### src/shared/security_cmd_pkg.sv
// constants for the erase and freeze command block
// assumes an AXI4-Lite master with 32-bit data and a media sector writer
// Notes on behaviour
// command code F4h written to the command register requests the erase
// erase writes every sector from block 0 up to the highest native block
// host-visible reduced maximum address is ignored; hidden area is erased too
// erased sectors are filled with zero by writes only, never read back
// no read-back verification of erased sectors
// defective and reassigned sector lists are left untouched
// parameter sector: control word, 32-byte password, rest reserved
// control bit 0 picks master (1) or user (0) password to compare
// control bit 1 picks enhanced mode; only normal mode is supported
// lock off and user password selected ends the erase as aborted
// password mismatch aborts the erase
// lock off and otherwise acceptable: erase without any password compare
// erase not directly preceded by erase-prepare is aborted
// after erase the lock is off but the master password stays stored
// expected erase time is reported as identification word 89
// command code F5h requests the frozen state
// freeze command enters the frozen state at once
// while frozen, set-password, unlock, disable-password and erase are rejected
// frozen state is left only on power removal
// erase-prepare code F3h, no data, arms the following erase
// rejection sets aborted error bit and error-summary status bit, busy clear
package security_cmd_pkg;
  // register byte offsets
  localparam logic [7:0] OFF_COMMAND    = 8'h00;
  localparam logic [7:0] OFF_CONTROL    = 8'h04;
  localparam logic [7:0] OFF_FLAGS      = 8'h08;
  localparam logic [7:0] OFF_ERASE_TIME = 8'h0C;
  localparam logic [7:0] OFF_PROGRESS   = 8'h10;
  localparam logic [7:0] OFF_PASSWORD   = 8'h20;
  localparam int         PASSWORD_WORDS = 8;
  // command codes
  localparam logic [7:0] CMD_SET_PASSWORD     = 8'hF1;
  localparam logic [7:0] CMD_UNLOCK           = 8'hF2;
  localparam logic [7:0] CMD_ERASE_PREPARE    = 8'hF3;
  localparam logic [7:0] CMD_ERASE_UNIT       = 8'hF4;
  localparam logic [7:0] CMD_FREEZE_LOCK      = 8'hF5;
  localparam logic [7:0] CMD_DISABLE_PASSWORD = 8'hF6;
  // control word fields
  localparam int CTL_IDENTIFIER = 0;
  localparam int CTL_ERASE_MODE = 1;
  // device_condition_flags bits
  localparam int ST_IN_PROGRESS   = 7;
  localparam int ST_READY         = 6;
  localparam int ST_DEVICE_FAULT  = 5;
  localparam int ST_SEEK_SETTLED  = 4;
  localparam int ST_ERROR_SUMMARY = 0;
  // command_error_flags bits
  localparam int ER_SECTOR_NOT_FOUND = 4;
  localparam int ER_COMMAND_ABORTED  = 2;
  // fields of the flags word
  localparam int FL_ERROR_LSB = 8;
  localparam int FL_FROZEN    = 16;
  localparam int FL_LOCK      = 17;
  localparam int FL_ARMED     = 18;
  // reset values and AXI response codes
  localparam logic [15:0] CONTROL_RESET = 16'h0000;
  localparam logic [1:0]  RESP_OKAY     = 2'b00;
  localparam logic [1:0]  RESP_SLVERR   = 2'b10;
endpackage

### src/shared/erase_walk_if.sv
// handshake between the command engine and the sector walker
// assumes both ends run on one clock
`timescale 1ns/1ps
`default_nettype none
interface erase_walk_if;
  logic start;
  logic done;
  logic failed;
  modport engine (output start, input done, input failed);
  modport walker (input start, output done, output failed);
endinterface
`default_nettype wire

### src/security_erase_freeze.sv
// erase-unit and freeze-lock command engine with AXI4-Lite registers
// assumes stored passwords and lock-enable come from the security store
`timescale 1ns/1ps
`default_nettype none
module security_erase_freeze
  import security_cmd_pkg::*;
#(
  parameter int          LBA_W      = 32,
  parameter logic [15:0] ERASE_TIME = 16'h0001
) (
  input  wire logic             aclk,
  input  wire logic             aresetn,
  input  wire logic [7:0]       s_axi_awaddr,
  input  wire logic             s_axi_awvalid,
  output logic                  s_axi_awready,
  input  wire logic [31:0]      s_axi_wdata,
  input  wire logic [3:0]       s_axi_wstrb,
  input  wire logic             s_axi_wvalid,
  output logic                  s_axi_wready,
  output logic [1:0]            s_axi_bresp,
  output logic                  s_axi_bvalid,
  input  wire logic             s_axi_bready,
  input  wire logic [7:0]       s_axi_araddr,
  input  wire logic             s_axi_arvalid,
  output logic                  s_axi_arready,
  output logic [31:0]           s_axi_rdata,
  output logic [1:0]            s_axi_rresp,
  output logic                  s_axi_rvalid,
  input  wire logic             s_axi_rready,
  input  wire logic [255:0]     user_password,
  input  wire logic [255:0]     master_password,
  input  wire logic             lock_enable_set,
  input  wire logic [LBA_W-1:0] highest_native_block,
  output logic                  zero_write_valid,
  output logic [LBA_W-1:0]      zero_write_lba,
  input  wire logic             zero_write_ready,
  input  wire logic             zero_write_error,
  output logic                  frozen,
  output logic                  lock_enabled
);

  typedef enum logic [1:0] {ST_IDLE, ST_CHECK, ST_ERASE} engine_state_e;

  engine_state_e state_q;
  logic          aw_held_q;
  logic          w_held_q;
  logic [7:0]    waddr_q;
  logic [31:0]   wdata_q;
  logic [3:0]    wstrb_q;
  logic [15:0]   control_q;
  logic [31:0]   password_q [PASSWORD_WORDS];
  logic [7:0]    last_cmd_q;
  logic          armed_q;
  logic          aborted_q;
  logic          not_found_q;
  logic          err_q;
  logic          start_q;
  logic          write_go;
  logic          cmd_fire;
  logic [7:0]    cmd_code;
  logic          finish_abort;
  logic          finish_ok;
  logic [255:0]  supplied_pw;

  erase_walk_if walk ();

  // ---------------------------------------------------------------
  // helpers
  // ---------------------------------------------------------------
  function automatic logic is_password(input logic [7:0] addr);
    return addr[7:5] == OFF_PASSWORD[7:5];
  endfunction

  function automatic logic [31:0] merge(input logic [31:0] old_v, input logic [31:0] new_v,
                                        input logic [3:0] strb);
    logic [31:0] res;
    res = old_v;
    for (int b = 0; b < 4; b++) begin
      if (strb[b]) begin
        res[8*b +: 8] = new_v[8*b +: 8];
      end
    end
    return res;
  endfunction

  always_comb begin
    supplied_pw = '0;
    for (int i = 0; i < PASSWORD_WORDS; i++) begin
      supplied_pw[32*i +: 32] = password_q[i];
    end
  end

  // ---------------------------------------------------------------
  // write channel
  // ---------------------------------------------------------------
  assign write_go = aw_held_q && w_held_q && !s_axi_bvalid;
  assign cmd_fire = write_go && waddr_q[7:2] == OFF_COMMAND[7:2] && wstrb_q[0]
                    && state_q == ST_IDLE;
  assign cmd_code = wdata_q[7:0];

  always_ff @(posedge aclk) begin
    if (!aresetn) begin
      aw_held_q     <= 1'b0;
      w_held_q      <= 1'b0;
      s_axi_awready <= 1'b1;
      s_axi_wready  <= 1'b1;
      s_axi_bvalid  <= 1'b0;
      s_axi_bresp   <= RESP_OKAY;
      waddr_q       <= '0;
      wdata_q       <= '0;
      wstrb_q       <= '0;
    end else begin
      if (s_axi_awvalid && s_axi_awready) begin
        aw_held_q     <= 1'b1;
        s_axi_awready <= 1'b0;
        waddr_q       <= s_axi_awaddr;
      end
      if (s_axi_wvalid && s_axi_wready) begin
        w_held_q     <= 1'b1;
        s_axi_wready <= 1'b0;
        wdata_q      <= s_axi_wdata;
        wstrb_q      <= s_axi_wstrb;
      end
      if (write_go) begin
        aw_held_q    <= 1'b0;
        w_held_q     <= 1'b0;
        s_axi_bvalid <= 1'b1;
        if (waddr_q[7:2] == OFF_COMMAND[7:2] || waddr_q[7:2] == OFF_CONTROL[7:2]
            || is_password(waddr_q)) begin
          s_axi_bresp <= RESP_OKAY;
        end else begin
          s_axi_bresp <= RESP_SLVERR;
        end
      end
      if (s_axi_bvalid && s_axi_bready) begin
        s_axi_bvalid  <= 1'b0;
        s_axi_awready <= 1'b1;
        s_axi_wready  <= 1'b1;
      end
    end
  end

  // parameter sector: control word and password words
  always_ff @(posedge aclk) begin
    if (!aresetn) begin
      control_q <= CONTROL_RESET;
      for (int i = 0; i < PASSWORD_WORDS; i++) begin
        password_q[i] <= '0;
      end
    end else if (write_go && state_q == ST_IDLE) begin
      if (waddr_q[7:2] == OFF_CONTROL[7:2]) begin
        control_q <= 16'(merge({16'h0000, control_q}, wdata_q, wstrb_q));
      end
      if (is_password(waddr_q)) begin
        password_q[waddr_q[4:2]] <= merge(password_q[waddr_q[4:2]], wdata_q, wstrb_q);
      end
    end
  end

  // ---------------------------------------------------------------
  // read channel
  // ---------------------------------------------------------------
  always_ff @(posedge aclk) begin
    if (!aresetn) begin
      s_axi_arready <= 1'b1;
      s_axi_rvalid  <= 1'b0;
      s_axi_rdata   <= '0;
      s_axi_rresp   <= RESP_OKAY;
    end else begin
      if (s_axi_arvalid && s_axi_arready) begin
        s_axi_arready <= 1'b0;
        s_axi_rvalid  <= 1'b1;
        s_axi_rresp   <= RESP_OKAY;
        s_axi_rdata   <= '0;
        if (s_axi_araddr[7:2] == OFF_COMMAND[7:2]) begin
          s_axi_rdata <= {24'h000000, last_cmd_q};
        end else if (s_axi_araddr[7:2] == OFF_CONTROL[7:2]) begin
          s_axi_rdata <= {16'h0000, control_q};
        end else if (s_axi_araddr[7:2] == OFF_FLAGS[7:2]) begin
          s_axi_rdata <= {13'h0000, armed_q, lock_enabled, frozen,
                          3'b000, not_found_q, 1'b0, aborted_q, 2'b00,
                          state_q != ST_IDLE, 1'b1, 1'b0, 1'b1, 3'b000, err_q};
        end else if (s_axi_araddr[7:2] == OFF_ERASE_TIME[7:2]) begin
          s_axi_rdata <= {16'h0000, ERASE_TIME};
        end else if (s_axi_araddr[7:2] == OFF_PROGRESS[7:2]) begin
          s_axi_rdata <= 32'(zero_write_lba);
        end else if (is_password(s_axi_araddr)) begin
          s_axi_rdata <= password_q[s_axi_araddr[4:2]];
        end else begin
          s_axi_rresp <= RESP_SLVERR;
        end
      end
      if (s_axi_rvalid && s_axi_rready) begin
        s_axi_rvalid  <= 1'b0;
        s_axi_arready <= 1'b1;
      end
    end
  end

  // ---------------------------------------------------------------
  // command engine
  // ---------------------------------------------------------------
  always_comb begin
    finish_abort = 1'b0;
    finish_ok    = 1'b0;
    if (cmd_fire) begin
      if (cmd_code == CMD_FREEZE_LOCK || cmd_code == CMD_ERASE_PREPARE) begin
        finish_ok = 1'b1;
      end else if (cmd_code != CMD_ERASE_UNIT || frozen || !armed_q) begin
        finish_abort = 1'b1;
      end
    end else if (state_q == ST_CHECK) begin
      if (control_q[CTL_ERASE_MODE]) begin
        finish_abort = 1'b1;
      end else if (!lock_enabled) begin
        finish_abort = !control_q[CTL_IDENTIFIER];
      end else if (control_q[CTL_IDENTIFIER]) begin
        finish_abort = supplied_pw != master_password;
      end else begin
        finish_abort = supplied_pw != user_password;
      end
    end
  end

  always_ff @(posedge aclk) begin
    if (!aresetn) begin
      state_q     <= ST_IDLE;
      start_q     <= 1'b0;
      aborted_q   <= 1'b0;
      not_found_q <= 1'b0;
      err_q       <= 1'b0;
      last_cmd_q  <= '0;
    end else begin
      start_q <= 1'b0;
      if (cmd_fire) begin
        last_cmd_q <= cmd_code;
      end
      if (finish_abort) begin
        state_q     <= ST_IDLE;
        aborted_q   <= 1'b1;
        not_found_q <= 1'b0;
        err_q       <= 1'b1;
      end else if (finish_ok) begin
        aborted_q   <= 1'b0;
        not_found_q <= 1'b0;
        err_q       <= 1'b0;
      end else begin
        case (state_q)
          ST_IDLE: begin
            if (cmd_fire) begin
              state_q <= ST_CHECK;
            end
          end
          ST_CHECK: begin
            state_q <= ST_ERASE;
            start_q <= 1'b1;
          end
          ST_ERASE: begin
            if (walk.done) begin
              state_q     <= ST_IDLE;
              aborted_q   <= 1'b0;
              not_found_q <= walk.failed;
              err_q       <= walk.failed;
            end
          end
          default: state_q <= ST_IDLE;
        endcase
      end
    end
  end

  assign walk.start = start_q;

  // prepare arms only the command that directly follows it
  always_ff @(posedge aclk) begin
    if (!aresetn) begin
      armed_q <= 1'b0;
    end else if (cmd_fire) begin
      armed_q <= cmd_code == CMD_ERASE_PREPARE;
    end
  end

  // frozen is cleared by nothing but the power-on reset
  always_ff @(posedge aclk) begin
    if (!aresetn) begin
      frozen <= 1'b0;
    end else if (cmd_fire && cmd_code == CMD_FREEZE_LOCK) begin
      frozen <= 1'b1;
    end
  end

  // successful erase completion turns the lock off; stored master password is untouched
  always_ff @(posedge aclk) begin
    if (!aresetn) begin
      lock_enabled <= 1'b0;
    end else if (lock_enable_set) begin
      lock_enabled <= 1'b1;
    end else if (state_q == ST_ERASE && walk.done && !walk.failed) begin
      lock_enabled <= 1'b0;
    end
  end

  erase_sector_walker #(
    .LBA_W (LBA_W)
  ) u_walker (
    .aclk                 (aclk),
    .aresetn              (aresetn),
    .walk                 (walk),
    .highest_native_block (highest_native_block),
    .zero_write_valid     (zero_write_valid),
    .zero_write_lba       (zero_write_lba),
    .zero_write_ready     (zero_write_ready),
    .zero_write_error     (zero_write_error)
  );

  // ---------------------------------------------------------------
  // checks
  // ---------------------------------------------------------------
  a_freeze_entry: assert property (@(posedge aclk) disable iff (!aresetn)
    cmd_fire && cmd_code == CMD_FREEZE_LOCK |=> frozen && !err_q)
    else $error("freeze did not take effect");
  a_freeze_hold: assert property (@(posedge aclk) disable iff (!aresetn)
    frozen |=> frozen)
    else $error("frozen state was left");
  a_frozen_reject: assert property (@(posedge aclk) disable iff (!aresetn)
    cmd_fire && frozen && cmd_code == CMD_ERASE_UNIT |=> state_q == ST_IDLE && aborted_q)
    else $error("erase accepted while frozen");
  a_abort_flags: assert property (@(posedge aclk) disable iff (!aresetn)
    finish_abort |=> aborted_q && err_q && state_q == ST_IDLE)
    else $error("abort not reported");
  a_prepare_needed: assert property (@(posedge aclk) disable iff (!aresetn)
    $rose(state_q == ST_CHECK) |-> $past(armed_q))
    else $error("erase ran without prepare");
  a_user_lock_off: assert property (@(posedge aclk) disable iff (!aresetn)
    state_q == ST_CHECK && !lock_enabled && !control_q[CTL_IDENTIFIER]
      |=> !zero_write_valid ##1 !zero_write_valid)
    else $error("user erase with lock off was not aborted");
  a_lock_cleared: assert property (@(posedge aclk) disable iff (!aresetn)
    state_q == ST_ERASE && walk.done && !walk.failed && !lock_enable_set |=> !lock_enabled)
    else $error("lock still on after erase");
endmodule // security_erase_freeze
`default_nettype wire

### src/erase_sector_walker.sv
// walks native sectors from block 0 to the highest native block, stopping at a write error, and issues zero-fill writes to the media
// assumes the media acknowledges each write with ready, error alongside
`timescale 1ns/1ps
`default_nettype none
module erase_sector_walker
  import security_cmd_pkg::*;
#(
  parameter int LBA_W = 32
) (
  input  wire logic             aclk,
  input  wire logic             aresetn,
  erase_walk_if.walker          walk,
  input  wire logic [LBA_W-1:0] highest_native_block,
  output logic                  zero_write_valid,
  output logic [LBA_W-1:0]      zero_write_lba,
  input  wire logic             zero_write_ready,
  input  wire logic             zero_write_error
);

  // ---------------------------------------------------------------
  // sector walk
  // ---------------------------------------------------------------
  // only zero-fill writes leave this block; there is no read or
  // defect-list port, so nothing is verified or remapped
  always_ff @(posedge aclk) begin
    if (!aresetn) begin
      zero_write_valid <= 1'b0;
      zero_write_lba   <= '0;
      walk.done        <= 1'b0;
      walk.failed      <= 1'b0;
    end else begin
      walk.done   <= 1'b0;
      walk.failed <= 1'b0;
      if (walk.start && !zero_write_valid) begin
        zero_write_lba   <= '0;
        zero_write_valid <= 1'b1;
      end else if (zero_write_valid && zero_write_ready) begin
        if (zero_write_error) begin
          zero_write_valid <= 1'b0;
          walk.done        <= 1'b1;
          walk.failed      <= 1'b1;
        end else if (zero_write_lba == highest_native_block) begin
          zero_write_valid <= 1'b0;
          walk.done        <= 1'b1;
        end else begin
          zero_write_lba <= zero_write_lba + 1'b1;
        end
      end
    end
  end

  // ---------------------------------------------------------------
  // checks
  // ---------------------------------------------------------------
  a_walk_from_zero: assert property (@(posedge aclk) disable iff (!aresetn)
    $rose(zero_write_valid) |-> zero_write_lba == '0)
    else $error("walk did not start at block zero");
  a_walk_in_range: assert property (@(posedge aclk) disable iff (!aresetn)
    zero_write_valid |-> zero_write_lba <= highest_native_block)
    else $error("walk went past the native end");
  a_walk_advance: assert property (@(posedge aclk) disable iff (!aresetn)
    zero_write_valid && zero_write_ready && !zero_write_error
      && zero_write_lba != highest_native_block
      |=> zero_write_valid && zero_write_lba == $past(zero_write_lba) + 1'b1)
    else $error("walk skipped a sector");
endmodule // erase_sector_walker
`default_nettype wire

### config.mk
export PLATFORM = sky130hd
export DESIGN_NAME = security_erase_freeze
export DESIGN_NICKNAME = d
export VERILOG_FILES = /design/src/shared/security_cmd_pkg.sv /design/src/shared/erase_walk_if.sv /design/src/security_erase_freeze.sv /design/src/erase_sector_walker.sv
export SDC_FILE = /design/constraint.sdc
export NUM_CORES = 1
export LEC_CHECK = 0
export BUFFER_PORTS_ARGS = -buffer_cell sky130_fd_sc_hd__buf_2
export CAP_MARGIN = 20
export CORE_AREA = 2 2 269 271
export DETAILED_ROUTE_END_ITERATION = 10
export DIE_AREA = 0 0 271 273
export PLACE_DENSITY = 0.64
export SYNTH_ARGS = -nofsm -noshare
export SYNTH_HDL_FRONTEND = slang
export SYNTH_SLANG_ARGS = --single-unit
### constraint.sdc
create_clock -name aclk -period 7.1 [get_ports aclk]
set_input_delay 0.71 -clock aclk [delete_from_list [all_inputs] [get_ports aclk]]
set_output_delay 0.71 -clock aclk [all_outputs]
set_load 0.02 [all_outputs]
==> impl_metrics.csv, run 1 <==
group,metric,value,unit
run_status,outcome,"finished, final reports clean",
grt,gr-usage-all-layers,31.2,%
sta,rsz0062_at_grt,"no",
detailed_routing,drtPass1Iterations,8,
clock_network,numCtsBuffers,45,
synth,yosys_warnings,0,
critical_path,crit_arrival,5.46,ns
die,die_w,271,um
detailed_routing,drt_iter0_drc,2714,
clock_network,cts.repair.resized,0,
min_path,min_path_type,"in -> reg",
synth,ys_seq_area_share,45.5,%
die,die_h,273,um
placement,portBuffers,675,
clock_network,ctsHoldBuffers,0,
detailed_routing,wire_per_inst,31.7,um
clock_network,h-tree-depth,2,
critical_path,timing.rr.end,"err_q",
cells_and_area,multi_input_area,12200,um^2
detailed_routing,viasPerCell,5.59,
cells_and_area,final_nets,3384,
clock_network,cts_root_buffer,"clkbuf_16",
critical_path,cp_max_fo,68,
placement,gp_congestion,1.03,
power_and_ir_drop,ir_drop,0.144,mV
grt,antenna_found_initial,17,
die,fp-row-count,98,
detailed_routing,drtAntennaViolNets,0,
critical_path,rr_worst_depth,9,
sta,hold_violations,0,
clock_network,cts_setup_buffers,0,
clock_network,clkLatencyLatePin,0.58,ns
synth,syn_avg_cell_area,11.1,um^2
die,io_pins,682,
synth,syn-cell-area,23600,um^2
clock_network,cts_sinks,407,
cells_and_area,final_common_cell,"buf_2",
synth,synth_ff_type,"edfxtp_1",
cells_and_area,fillerInstances,6912,
critical_path,cp-start-kind,"flop",
sta,fin_setup_tns,0,ns
cells_and_area,layout_common_cells,"buf_2 (678), mux2i_1 (284), and2_1 (262), edfxtp_1 (256), xnor2_1 (163)",
sta,finalClockSkew,0.0137,ns
min_path,hold_start,"s_axi_wvalid",
detailed_routing,dr_wl_met2,53.8,mm
synth,synth_edf_count,256,
die,coreArea,71000,um^2
grt,grt_pass1_wl,159,mm
detailed_routing,drc_errors,0,
detailed_routing,wl_met1,46.1,mm
clock_network,tritoncts,"built",
sta,drv_slew,0,
sta,timing.final.crit_share,70.2,%
synth,netlist_instances,2130,
power_and_ir_drop,leakage,11.2,nW
sta,fin_crit,4.99,ns
grt,grt_max_degree,91,
critical_path,end_kind,"flop",
detailed_routing,drt_wl_total,119,mm
clock_network,clk_pin_slew,0.06,ns
placement,place_hpwl,98.5,mm
sta,worst_pin_slew,1.26,ns
detailed_routing,num_vias,21100,
grt,gr-total-overflow,0,
sta,relSlewSlack,15.3,%
grt,grt_pass1_vias,19800,
synth,async_reset_ff_share,0,%
cells_and_area,fin_util,41.4,%
detailed_routing,route.met3.wl,12.9,mm
power_and_ir_drop,powerDensity,203,nW/um^2
cells_and_area,drive_gt1_share,31.4,%
power_and_ir_drop,power,5.98,mW
sta,setup_viol,0,
sta,max_freq,201,MHz
cells_and_area,regArea,10700,um^2
critical_path,rr_startpoint,"control_q[0]",
synth,ys_ff_latch,407,
clock_network,cts_max_path_buffers,3,
min_path,hold_depth,2,
cells_and_area,syn_to_final_growth,24.8,%
die,start_util,33.2,%
synth,yosysUniqueCellTypes,57,
critical_path,path_class,"reg -> reg",
flow_run,max_cap_viol_count,0,
min_path,worstHoldEndpoint,"s_axi_wready",
detailed_routing,highest_layer,"met5",
die,die_area,74000,um^2
critical_path,r2r_slack,2.11,ns
critical_path,required,7.57,ns
## how the worst max path moves through the flow
stage / cells past startpoint / endpoint / start
after global routing: 9 / aborted_q / control_q[0]
after global placement: 9 / err_q / control_q[0]
after detailed placement: 9 / err_q / control_q[0]
final: 9 / err_q / control_q[0]
after CTS: 9 / err_q / control_q[0]
after floorplan: 6 / s_axi_rdata[11] / s_axi_araddr[2]
## cells by family after synthesis
kind of cell	Yosys count	share of synthesized area (%)
adders and majority gates	1	0.0531
xor gates and xnor gates	223	8.29
DFF	407	45.5
and+or+nand+nor	719	16.1
AOI/OAI and AO/OA	272	7.80
muxes	378	19.6
other	1	0.0159
buffers and inverters	129	2.65
## per-stage QoR
| step | instance area (um^2) | hold WS, ns | instances | setup WS, ns |
|---|---|---|---|---|
| finish | 29400 | 0.342 | 3769 | 2.11 |
| global route | 29400 | 0.345 | 3766 | 2.20 |
| CTS | 29400 | 0.314 | 3757 | 2.43 |
| detailed placement | 27800 | 0.447 | 3675 | 2.44 |
| global placement | 27800 | 0.447 | 3674 | 2.45 |
| floorplan | 23600 | 0.432 | 2131 | 4.16 |
## routing by layer
metal / GRT usage [%] / up-vias
li1: - / 9187
met4: 14.6 / 12
met1: 40.1 / 10300
met5: 1.16 / -
met3: 8.16 / 241
met2: 49.0 / 1321
## power breakdown
part	switching, mW	leakage (nW)	internal [mW]
combinational	0.480	6.56	0.336
sequential	0.131	3.88	2.59
clock	0.982	0.741	1.46
## worst max-delay path: stages (launching register included)
cell	delay, ns
dfxtp_4	0.96
buf_12	0.47
mux2i_1	0.73
xnor2_1	0.24
nor4_1	1.08
nand4_1	0.30
nor3_1	0.24
nand2_1	0.09
o31a_1	0.44
o21a_1	0.25
## state kept, by name, indices dropped and copies added (netlist names), 4 cells and up
register and flops:
password_q 256, s_axi_rdata 32, u_walker.zero_write_lba 32, wdata_q 32
control_q 16, last_cmd_q 8, waddr_q 6, wstrb_q 4
## area by class of cell
class,instances,area share (%)
Clock buffer,69,4.47
Timing Repair Buffer,715,12.5
Inverter,13,0.170
Tap cell,950,4.04
Sequential cell,407,36.4
Multi-Input combinational cell,1595,41.6
Clock inverter,13,0.685
Antenna cell,7,0.0596
## synthesized netlist by cell type (9+ instances only)
library cell	n	area, um^2
a211oi_1	15	113
a21oi_1	72	360
a221oi_1	28	245
a222oi_1	12	120
a22oi_1	10	75.1
and2_1	262	1640
buf_4	18	135
buf_6	9	101
clkbuf_1	77	289
dfxtp_1	151	3020
edfxtp_1	256	7690
inv_1	13	48.8
mux2_2	30	338
mux2i_1	284	2840
mux4_2	64	1440
nand2_1	114	428
nand3_1	19	95.1
nand4_1	27	169
nor2_1	158	593
nor3_1	29	145
nor4_1	57	357
o21ai_0	55	275
o22ai_1	20	125
o2bb2ai_1	21	184
or3_1	12	75.1
xnor2_1	163	1430
xor2_1	60	526
Power figures use the tool's default switching activity.
==> run 2, diff against run 1 <==
Settings changed: CORE_AREA 2 2 269 271 to 2 2 268 270, DIE_AREA 0 0 271 273 to 0 0 270 272, PLACE_DENSITY 0.64 to 0.67.
Clock period 7.1 ns to 4 ns, I/O delays scaled along.
==> run 2 against run 1 <==
  * Worst setup slack got worse by 1.9 ns
  * Design area rose by 1.4%
  * Critical path type unchanged
  * Critical endpoint is now aborted_q
  * Clock-buffer cell count fell by 11
  * Register-to-register slack got worse by 1.9 ns
==> impl_metrics.csv, run 2 (synthesis gave the netlist of run 1 again) <==
group,metric,value,unit
power_and_ir_drop,power_switching,2.78,mW
critical_path,required,4.45,ns
clock_network,numCtsBuffers,42,
power_and_ir_drop,comb_power_share,14.7,%
run_status,outcome,"finished, final reports clean",
clock_network,cts.repair.resized,0,
grt,gr-total-overflow,0,
detailed_routing,viasPerCell,5.56,
detailed_routing,wire_per_inst,31.0,um
die,start_util,33.3,%
critical_path,rr_startpoint,"control_q[0]",
grt,grt_pass1_vias,20200,
power_and_ir_drop,sequentialPowerShare,47.2,%
sta,max_freq,265,MHz
critical_path,cp_max_fo,22,
die,die_h,272,um
sta,hold_violations,0,
sta,timing.final.crit_share,94.3,%
clock_network,cts_sinks,407,
sta,relSlewSlack,35.3,%
min_path,worstHoldEndpoint,"s_axi_wready",
power_and_ir_drop,ir_drop,0.259,mV
detailed_routing,drtAntennaViolNets,0,
clock_network,h-tree-depth,2,
cells_and_area,final_nets,3450,
clock_network,clkLatencyLatePin,0.58,ns
cells_and_area,largest_reg_flops,256,
power_and_ir_drop,swShare,27.2,%
die,coreArea,70800,um^2
cells_and_area,final_cell_count_no_fill,3841,
sta,setup_viol,0,
cells_and_area,drive_gt1_share,33.0,%
min_path,min_path_type,"in -> reg",
sta,finalClockSkew,0.0306,ns
critical_path,r2r_slack,0.23,ns
detailed_routing,drtPass1Iterations,5,
cells_and_area,regMostFlops,"password_q",
cells_and_area,layout_common_cells,"buf_2 (674), mux2i_1 (284), and2_1 (262), edfxtp_1 (256), xnor2_1 (163)",
clock_network,clk_pin_slew,0.06,ns
die,die_w,270,um
die,die_area,73400,um^2
clock_network,tritoncts,"built",
critical_path,path_class,"reg -> reg",
sta,fin_crit,3.77,ns
sta,drv_slew,0,
die,fp-row-count,98,
detailed_routing,num_vias,21300,
power_and_ir_drop,powerDensity,342,nW/um^2
clock_network,ctsHoldBuffers,0,
detailed_routing,drt_iter0_drc,2644,
placement,portBuffers,675,
detailed_routing,drt_wl_total,119,mm
sta,rsz0062_at_grt,"no",
critical_path,timing.rr.end,"aborted_q",
critical_path,end_kind,"flop",
placement,place_hpwl,99.8,mm
grt,grt_max_degree,65,
placement,gp_congestion,1.06,
detailed_routing,drc_errors,0,
clock_network,cts_max_path_buffers,3,
clock_network,cts_setup_buffers,0,
clock_network,cts_root_buffer,"clkbuf_16",
grt,antenna_found_initial,23,
power_and_ir_drop,internal_power,7.41,mW
grt,grt_pass1_wl,160,mm
cells_and_area,final_common_cell,"buf_2",
cells_and_area,syn_to_final_growth,26.5,%
flow_run,max_cap_viol_count,0,
critical_path,crit_arrival,4.22,ns
die,io_pins,682,
sta,worst_pin_slew,0.960,ns
power_and_ir_drop,leakage,11.5,nW
grt,gr-usage-all-layers,31.4,%
critical_path,rr_worst_depth,11,
min_path,hold_depth,2,
sta,fin_setup_tns,0,ns
min_path,hold_start,"s_axi_wvalid",
power_and_ir_drop,power.share.clock,38.1,%
placement,dp_cells,3748,
critical_path,cp-start-kind,"flop",
cells_and_area,fillerInstances,6872,
==> run 2: cell types whose count changed in the layout (fill, tap and decap cells not counted), sizes merged <==
cell	previous run	this run
buf	714	784
clkbuf	70	58
diode	7	17
clkinv	8	15
bufinv	5	2
==> run 2: power groups by stage <==
| stage | Sequential, mW | Combinational [mW] | Clock, mW |
|---|---|---|---|
| finish | 4.81 | 1.50 | 3.88 |
| global route | 4.81 | 1.57 | 4.04 |
| CTS | 4.80 | 1.48 | 3.90 |
| detailed placement | 4.89 | 1.47 | 0 |
| global placement | 4.88 | 1.47 | 0 |
| floorplan | 4.80 | 0.645 | 0 |
==> run 2: layout make-up <==
class,instances,area (um^2),share of cell area (%)
multi-input combinational,1595,12200,41.0
sequential,407,10700,35.9
timing repair buffer,784,4270,14.3
tap,950,1190,3.99
clock buffer,58,1180,3.97
clock inverter,17,134,0.449
inverter,13,50.0,0.168
antenna,17,42.5,0.143
==> run 2: worst max-delay path, cell delays in order, from the launching register on <==
cell and delay, ns:
dfxtp_4 0.60, buf_12 0.25, buf_12 0.20, buf_4 0.17, mux2i_1 0.50, xnor2_1 0.24, nor4_1 0.33, nand4_1 0.22
nor3_1 0.26, nand2_1 0.09, o31a_1 0.44, o21a_1 0.26
==> run 2: worst max path at each step <==
stage	startpoint	to	slack, ns	cells after the start
after global placement	control_q[0]	aborted_q	0.29	11
after floorplan	control_q[0]	aborted_q	1.34	12
after CTS	control_q[0]	aborted_q	0.34	11
after detailed placement	control_q[0]	aborted_q	0.38	11
final	control_q[0]	aborted_q	0.23	11
after global routing	control_q[0]	err_q	0.16	11
==> run 2: stage by stage <==
stage          hold WS (ns)  total power, mW  setup slack [ns]  instance area, um^2  utilization (%)
2_1_floorplan         0.432             5.44              1.34                23600                -
3_5_place_dp          0.447             6.36             0.379                28400             40.2
4_1_cts              0.0300             10.2             0.336                29800             42.1
5_1_grt              0.0593             10.4             0.157                29800             42.1
6_report             0.0509             10.2             0.229                29800             42.1
3_3_place_gp          0.445             6.35             0.288                28400             40.2
==> run 2: routing by layer <==
metal  up-vias  track usage (%)  share of wire, %  routed length [um]
met5         -                0             0.018                  21
met4         4             15.1               5.3                6350
met3       240             7.33                11               13000
met2      1404             49.4                45               53700
met1     10400             40.7                39               45900
li1       9323                -                 -                   -
